$ cat config.mk
export PLATFORM = sky130hd
export DESIGN_NAME = octal_switch_device_flat
export DESIGN_NICKNAME = d
export VERILOG_FILES = /design/src/design/octal_switch_pkg.sv /design/src/design/octal_switch_if.sv /design/src/design/fault_qualifier.sv /design/src/design/octal_switch_device.sv /design/src/flat_wrapper.sv
export SDC_FILE = /design/constraint.sdc
export NUM_CORES = 1
export LEC_CHECK = 0
export BUFFER_PORTS_ARGS = -buffer_cell sky130_fd_sc_hd__buf_2
export CORE_ASPECT_RATIO = 1.4
export CORE_UTILIZATION = 65
export CTS_BUF_LIST = sky130_fd_sc_hd__clkbuf_16
export DETAILED_ROUTE_END_ITERATION = 8
export PLACE_DENSITY = 0.83
export SYNTH_ARGS = -nofsm -noshare
export SYNTH_HDL_FRONTEND = slang
export SYNTH_SLANG_ARGS = --single-unit
$ cat constraint.sdc
create_clock -name core_clk -period 3.56 [get_ports core_clk]
set_clock_uncertainty 0.1 [all_clocks]
set_input_delay 0.356 -clock core_clk [delete_from_list [all_inputs] [get_ports core_clk]]
set_output_delay 0.356 -clock core_clk [all_outputs]
set_load 0.02 [all_outputs]
$ cat src/design/octal_switch_pkg.sv
package octal_switch_pkg;

  localparam int CHANNELS = 8;
  localparam int CLK_FREQ_KHZ = 10000;

  // Fault qualification window, microseconds
  localparam int FAULT_QUALIFY_TIME_MIN_US = 100;
  localparam int FAULT_QUALIFY_TIME_MAX_US = 300;
  localparam int FAULT_QUALIFY_CYCLES =
    (FAULT_QUALIFY_TIME_MIN_US * CLK_FREQ_KHZ + 999) / 1000;

  // Output switching delays, microseconds
  localparam int OUTPUT_ON_DELAY_MIN_US  = 1;
  localparam int OUTPUT_ON_DELAY_MAX_US  = 50;
  localparam int OUTPUT_OFF_DELAY_MIN_US = 1;
  localparam int OUTPUT_OFF_DELAY_MAX_US = 100;
  localparam int OUTPUT_DELAY_CYCLES =
    (OUTPUT_ON_DELAY_MIN_US * CLK_FREQ_KHZ + 999) / 1000;

  // Host side serial clock divider: half period in core cycles
  localparam int SCLK_HALF_CYCLES = 4;
  // Host spacing between accesses, microseconds (must exceed 300)
  localparam int ACCESS_GAP_US = 310;
  localparam int ACCESS_GAP_CYCLES = (ACCESS_GAP_US * CLK_FREQ_KHZ) / 1000;

  localparam int CNT_W = 16;
  localparam logic [7:0] CMD_RESET = 8'h00;

endpackage

$ cat src/design/octal_switch_if.sv
`timescale 1ns/1ps
interface octal_switch_if;
  logic chip_sel_n;
  logic serial_clk;
  logic serial_cmd_in;
  logic status_out;
  logic status_out_en;

  modport device_end (
    input  chip_sel_n,
    input  serial_clk,
    input  serial_cmd_in,
    output status_out,
    output status_out_en
  );

  modport host_end (
    output chip_sel_n,
    output serial_clk,
    output serial_cmd_in,
    input  status_out,
    input  status_out_en
  );
endinterface

$ cat src/design/fault_qualifier.sv
`timescale 1ns/1ps
// Holds a fault level for a fixed time before reporting it
module fault_qualifier
  import octal_switch_pkg::*;
(
  input  wire logic core_clk,
  input  wire logic rst_n,
  input  wire logic fault_raw,
  output logic      fault_flag
);

  logic [CNT_W-1:0] count;
  logic [CNT_W-1:0] next_count;
  logic             next_fault_flag;

  // Raw level comes from the analog side; resync before counting
  logic sync_a;
  logic sync_b;

  always_ff @(posedge core_clk or negedge rst_n)
  begin
    if (!rst_n)
    begin
      sync_a <= 1'b0;
      sync_b <= 1'b0;
    end
    else
    begin
      sync_a <= fault_raw;
      sync_b <= sync_a;
    end
  end

  // Any healthy cycle restarts the qualification
  always_comb
  begin
    next_count      = count;
    next_fault_flag = fault_flag;
    if (!sync_b)
    begin
      next_count      = '0;
      next_fault_flag = 1'b0;
    end
    else if (count >= CNT_W'(FAULT_QUALIFY_CYCLES - 1))
      next_fault_flag = 1'b1;
    else
      next_count = count + CNT_W'(1);
  end

  always_ff @(posedge core_clk or negedge rst_n)
  begin
    if (!rst_n)
    begin
      count      <= '0;
      fault_flag <= 1'b0;
    end
    else
    begin
      count      <= next_count;
      fault_flag <= next_fault_flag;
    end
  end

endmodule // fault_qualifier

$ cat src/design/octal_switch_device.sv
`timescale 1ns/1ps
// How it works
// Chip select high: ignore clock, data, tristate
// Chip select rise copies shift into outputs
// Chip select fall loads fault status
// Drive serial output while chip select low
// Host keeps clock low at select edges
// Sample input on clock falling edge
// Shift toward output on clock rising edge
// One switches on, zero off, at latch
// Host sends channel eight first
// Eight-bit shift register, eight clocks fill
// Host holds input steady at falling edge
// Host parks clock low when idle
// Fault qualified 100 to 300 us
// Host spaces accesses beyond 300 us
// Host clock typically 4, max 6 MHz; the host here runs at 1.25 MHz (four core cycles per half period)
// Outputs follow latch within 1 to 100 us
// Status one means faulted output
// First in first out, MSB first
// Reset clears output latch to zero
module octal_switch_device
  import octal_switch_pkg::*;
(
  input  wire logic          core_clk,
  input  wire logic          rst_n,
  octal_switch_if.device_end link,
  input  wire logic [7:0]    load_fault,
  output logic [7:0]         switch_on,
  output logic [7:0]         fault_status
);

  // Two-stage synchronisers for the three link inputs
  logic [2:0] sync_a;
  logic [2:0] sync_b;
  logic       cs_n_q;
  logic       sclk_q;

  // Reset to the idle pin levels so no false edge follows reset
  always_ff @(posedge core_clk or negedge rst_n)
  begin
    if (!rst_n)
    begin
      sync_a <= 3'h4;
      sync_b <= 3'h4;
      cs_n_q <= 1'b1;
      sclk_q <= 1'b0;
    end
    else
    begin
      sync_a <= {link.chip_sel_n, link.serial_clk, link.serial_cmd_in};
      sync_b <= sync_a;
      cs_n_q <= sync_b[2];
      sclk_q <= sync_b[1];
    end
  end

  logic cs_n;
  logic sclk;
  logic din;
  logic cs_fall;
  logic cs_rise;
  logic sclk_fall;
  logic sclk_rise;

  // Edge detection works on the second stage only
  assign cs_n      = sync_b[2];
  assign sclk      = sync_b[1];
  assign din       = sync_b[0];
  assign cs_fall   = cs_n_q && !cs_n;
  assign cs_rise   = !cs_n_q && cs_n;
  assign sclk_fall = sclk_q && !sclk && !cs_n;
  assign sclk_rise = !sclk_q && sclk && !cs_n;

  // Per-output fault qualification
  logic [7:0] fault_q;

  genvar gi;
  generate
    for (gi = 0; gi < CHANNELS; gi++)
    begin : g_fault
      fault_qualifier u_fq (
        .core_clk   (core_clk),
        .rst_n      (rst_n),
        .fault_raw  (load_fault[gi]),
        .fault_flag (fault_q[gi])
      );
    end
  endgenerate

  // Shift path: bit 7 leaves first, input enters at bit 0
  logic [7:0] shift;
  logic       in_bit;
  logic       out_bit;
  logic       out_en;
  logic [7:0] latch;
  logic [7:0] next_shift;
  logic       next_in_bit;
  logic       next_out_bit;
  logic       next_out_en;
  logic [7:0] next_latch;

  // Select edges win over clock edges; the host keeps them apart
  always_comb
  begin
    next_shift   = shift;
    next_in_bit  = in_bit;
    next_out_bit = out_bit;
    next_out_en  = out_en;
    next_latch   = latch;
    if (cs_fall)
    begin
      next_shift   = fault_q;
      next_in_bit  = 1'b0;        // Drop a bit left from the last frame
      next_out_bit = fault_q[7];
      next_out_en  = 1'b1;
    end
    else if (cs_rise)
    begin
      // The last sampled bit still waits for a rise; fold it in here
      // so the latched word is the eight bits of this frame
      next_latch   = {shift[6:0], in_bit};
      next_out_bit = 1'b0;                  // Park the line between frames
      next_out_en  = 1'b0;
    end
    else
    begin
      if (sclk_fall)
        next_in_bit = din;
      if (sclk_rise)
      begin
        // Sample is held until the rise so the outgoing bit stays
        // valid for a whole clock; eight rises bring in seven bits, the eighth waits in in_bit
        next_shift   = {shift[6:0], in_bit};
        next_out_bit = shift[6];
      end
    end
  end

  // Shift path registers
  always_ff @(posedge core_clk or negedge rst_n)
  begin
    if (!rst_n)
    begin
      shift   <= '0;
      in_bit  <= 1'b0;
      out_bit <= 1'b0;
      out_en  <= 1'b0;
      latch   <= CMD_RESET;
    end
    else
    begin
      shift   <= next_shift;
      in_bit  <= next_in_bit;
      out_bit <= next_out_bit;
      out_en  <= next_out_en;
      latch   <= next_latch;
    end
  end

  // Output switching delay stage, one fixed count after each change;
  // one count serves both directions and meets both minimum delays
  logic [CNT_W-1:0] dly;
  logic [CNT_W-1:0] next_dly;
  logic [7:0]       next_switch_on;

  // Count only while the latch and the outputs differ
  always_comb
  begin
    next_dly       = dly;
    next_switch_on = switch_on;
    if (latch != switch_on)
    begin
      if (dly >= CNT_W'(OUTPUT_DELAY_CYCLES - 1))
      begin
        next_switch_on = latch;
        next_dly       = '0;
      end
      else
        next_dly = dly + CNT_W'(1);
    end
    else
      next_dly = '0;
  end

  // Delay and outputs; every output comes straight from a flop
  always_ff @(posedge core_clk or negedge rst_n)
  begin
    if (!rst_n)
    begin
      dly          <= '0;
      switch_on    <= CMD_RESET;
      fault_status <= '0;
    end
    else
    begin
      dly          <= next_dly;
      switch_on    <= next_switch_on;
      fault_status <= fault_q;
    end
  end

  // Enable marks a driven line; the far end ignores it otherwise
  assign link.status_out    = out_bit;
  assign link.status_out_en = out_en;

endmodule // octal_switch_device

$ cat src/flat_wrapper.sv
// flat-port wrapper written by rule: the top's interface ports become plain ports
module octal_switch_device_flat import octal_switch_pkg::*;
  (core_clk, rst_n, load_fault, switch_on, fault_status, link_chip_sel_n, link_serial_clk, link_serial_cmd_in, link_status_out, link_status_out_en);
  octal_switch_if link_i ();
  input  wire logic core_clk;
  input  wire logic rst_n;
  input  wire logic [7:0] load_fault;
  output logic [7:0] switch_on;
  output logic [7:0] fault_status;
  input wire logic [$bits(link_i.chip_sel_n)-1:0] link_chip_sel_n;
  input wire logic [$bits(link_i.serial_clk)-1:0] link_serial_clk;
  input wire logic [$bits(link_i.serial_cmd_in)-1:0] link_serial_cmd_in;
  output wire logic [$bits(link_i.status_out)-1:0] link_status_out;
  output wire logic [$bits(link_i.status_out_en)-1:0] link_status_out_en;
  assign link_i.chip_sel_n = link_chip_sel_n;
  assign link_i.serial_clk = link_serial_clk;
  assign link_i.serial_cmd_in = link_serial_cmd_in;
  assign link_status_out = link_i.status_out;
  assign link_status_out_en = link_i.status_out_en;
  octal_switch_device u_core (.core_clk(core_clk), .rst_n(rst_n), .link(link_i), .load_fault(load_fault), .switch_on(switch_on), .fault_status(fault_status));
endmodule
==> out/metrics.csv <==
metric;value;unit
finalHoldViolCount;0;
fp.dieArea;13990;um^2
drt_iter0_drc;438;
globalplace.congestion;0.7944;
ctsLongestPathBuffers;3;
std_cell_rows;49;
required;3.82;ns
status;completed;
postCtsSetupBuffers;0;
finalPower;5.057;mW
p_leak;4.433;nW
post-route-min-period;2.397;ns
synth_top_area_share;58.95;%
io_buffers;30;
layout-drive-gt1-share;11.04;%
rsz0062_at_grt;false;
pre_cts_ws;1.350;ns
maxCapViolations;0;
final_nets;849;
synth-edff-count;0;
coreArea;13000;um^2
min_path_type;reg2reg;
ys.flop_type;dfrtp_1;
n_antenna_cell;0;
overflow;0;
fin_setup_tns;0;ns
grt_pass1_wl;28.31;mm
critPathLaunchType;flop;
cts_tree;done;
die_w;100.3;um
finalCritPeriodShare;67.34;%
via_count;6254;
cts-root-buf;clkbuf_16;
yosys.area.top_type;dfrtp_1;
startpoint;u_core.g_fault[1].u_fq.count[0];
crit_arrival;2.66;ns
p_per_area;512.1;nW/um^2
initial_core_util;67.61;%
r2r-start;u_core.g_fault[1].u_fq.count[0];
fill_cells;837;
post_drt_wl_per_cell;16.44;um
min_from;u_core.g_fault[1].u_fq.sync_a;
cts-resized-gates;0;
synth_cell_types;47;
cts_buffers;20;
ys_ff_latch;210;
vias_per_cell;6.186;
die_h;139.6;um
ys_warn_count;0;
slew_headroom;14.60;%
tightestPinTransition;1.273;ns
antenna_found_initial;0;
final-max-slew-violation-count;0;
insertion_delay;0.49;ns
ir_drop;0.0005032;V
grt_max_degree;123;
crit_type;reg2reg;
syn_inst;772;
max_freq;417.1;MHz
setup_viol;0;
io_pins;31;
clock-sinks;210;
clk_pin_slew;0.07;ns
ant_nets;0;
ys_async_sr_fraction;100.0;%
area_delta_synth_final;12.37;%
grtUsageTotal;24.89;%
drc_errors;0;
ys_top_cells_by_area;dfrtp_1, a21oi_1, and2_1;
wl;16.62;mm
setup.worst_path.end_class;flop;
path_max_fanout;12;
setup_ws;1.163;ns
ctsHtreeMaxLevel;1;
ys_seq_area_share;59.85;%
dr.pass1.iters;5;
grt_pass1_vias;6205;
syn_area_per_cell;11.38;um^2
dp_hpwl;10.57;mm
syn_area;8787;um^2
[what timing repair did]
| item | CTS | global route |
|---|---|---|
| endpoints found under the setup margin | 0 | 0 |
| endpoints found under the hold margin | 128 | 0 |
| hold buffers | 12 | 0 |
[cells by family (layout without fill, tap and decap cells)]
group	count (synthesis)	count (layout)	synth area share [%]
AOI/OAI and AO/OA	159	159	11.04
xor gates and xnor gates	10	10	0.9967
adders and majority gates	13	13	1.851
buffers and inverters	55	105	2.563
DFF	210	210	59.85
muxes	33	33	3.987
other	1	12	0.04268
and+or+nand+nor	291	291	19.68
[worst paths after layout]
path                                                    to  slack [ns]  cells past startpoint
min reg2reg                  u_core.g_fault[1].u_fq.sync_b        0.25                      0
max                        u_core.g_fault[1].u_fq.count[5]        1.16                      5
min in group asynchronous  u_core.g_fault[7].u_fq.count[7]        0.45                      2
min                          u_core.g_fault[1].u_fq.sync_b        0.25                      0
max in group asynchronous    u_core.g_fault[5].u_fq.sync_a        2.05                      3
max reg2reg                u_core.g_fault[1].u_fq.count[5]        1.16                      5
[worst max-delay path: stages (launching register included)]
cell and delay (ns):
dfrtp_1 0.40, ha_1 0.23, nand2_1 0.14, a211oi_1 1.03, nor4_1 0.20, mux2i_1 0.17
[area by class of cell]
type	instances	area, um^2	share of cell area (%)
Clock buffer	21	525.5	5.322
Clock inverter	11	100.1	1.014
Inverter	27	101.3	1.026
Multi-Input combinational cell	518	3344	33.87
Sequential cell	210	5259	53.26
Tap cell	178	222.7	2.255
Timing Repair Buffer	46	321.6	3.256
[registers in the layout, indices dropped and copies added (netlist names), 3 cells and up]
register                        cells
u_core.g_fault.u_fq.count         128
u_core.dly                         16
u_core.fault_status                 8
u_core.g_fault.u_fq.fault_flag      8
u_core.g_fault.u_fq.sync_a          8
u_core.g_fault.u_fq.sync_b          8
u_core.latch                        8
u_core.switch_on                    8
u_core.shift                        7
u_core.sync_a                       3
u_core.sync_b                       3
[per-layer routing]
layer / vias to the layer above / part of all wire, % / track usage (%)
li1: 2910 / - / -
met1: 3165 / 41 / 31.12
met2: 145 / 54 / 44.59
met3: 34 / 3.3 / 3.265
met4: 0 / 2.2 / 7.780
met5: - / 0 / 0
[placed cells by master, fill, tap and decap left out, types with 3 or more instances in the layout]
master,count
nor4_2,3
nand2b_1,9
and2_1,50
and3_1,11
nor3b_1,3
buf_2,29
or3b_2,8
or4_1,38
a211o_1,4
ha_1,13
clkinv_1,6
mux2_2,16
and4_1,4
clkbuf_16,21
o21a_1,7
o31ai_1,37
o41ai_1,4
dlygate4sd3_1,12
nand3_1,25
mux2i_1,17
nor4b_1,3
conb_1,12
or3_1,16
a21oi_1,64
nand4_1,14
dfrtp_1,207
buf_4,3
nor4_1,13
a211oi_1,4
dfstp_2,3
inv_1,27
o21ai_0,31
o2111ai_1,3
nand2_1,47
xnor2_1,10
nor3_1,13
nor2_1,27
[synth_stat cells (2+ instances only)]
cell,count
a21oi_1,64
and3_1,11
o21bai_1,2
o31ai_1,37
and2_1,50
or4_1,38
o21a_1,7
nand2_1,47
buf_2,8
clkinv_1,3
xnor2_1,10
nor4b_1,3
nor4_2,3
mux2i_1,17
a211o_1,4
or4b_1,2
inv_1,24
nor2_1,27
dfrtp_1,207
nand2b_1,9
nand4_1,14
nor3b_1,3
mux2_2,16
nand3_1,25
or3_1,16
nor3_1,13
nor4b_2,2
o21ai_0,31
a211oi_1,4
o2111ai_1,3
and4_1,4
o41ai_1,4
or3b_2,8
clkbuf_1,17
nor4_1,13
dfstp_2,3
ha_1,13
[power by group]
part           leakage [nW]  total (mW)  internal [mW]  switching, mW
clock network         0.316        2.04           1.20          0.839
registers              2.82        2.58           2.48         0.0938
logic                  1.30       0.437          0.192          0.245
[stage by stage]
step / util, % / hold slack (ns) / area [um^2] / instances
after floorplan: - / -0.03959 / 8828 / 783
after global placement: 70.23 / 0.2325 / 9129 / 967
after detailed placement: 70.23 / 0.2381 / 9129 / 967
after CTS: 75.97 / 0.2510 / 9874 / 1011
after global routing: 75.97 / 0.2539 / 9874 / 1011
final: 75.97 / 0.2468 / 9874 / 1011
Note: power is estimated with default switching activity, not from simulation.
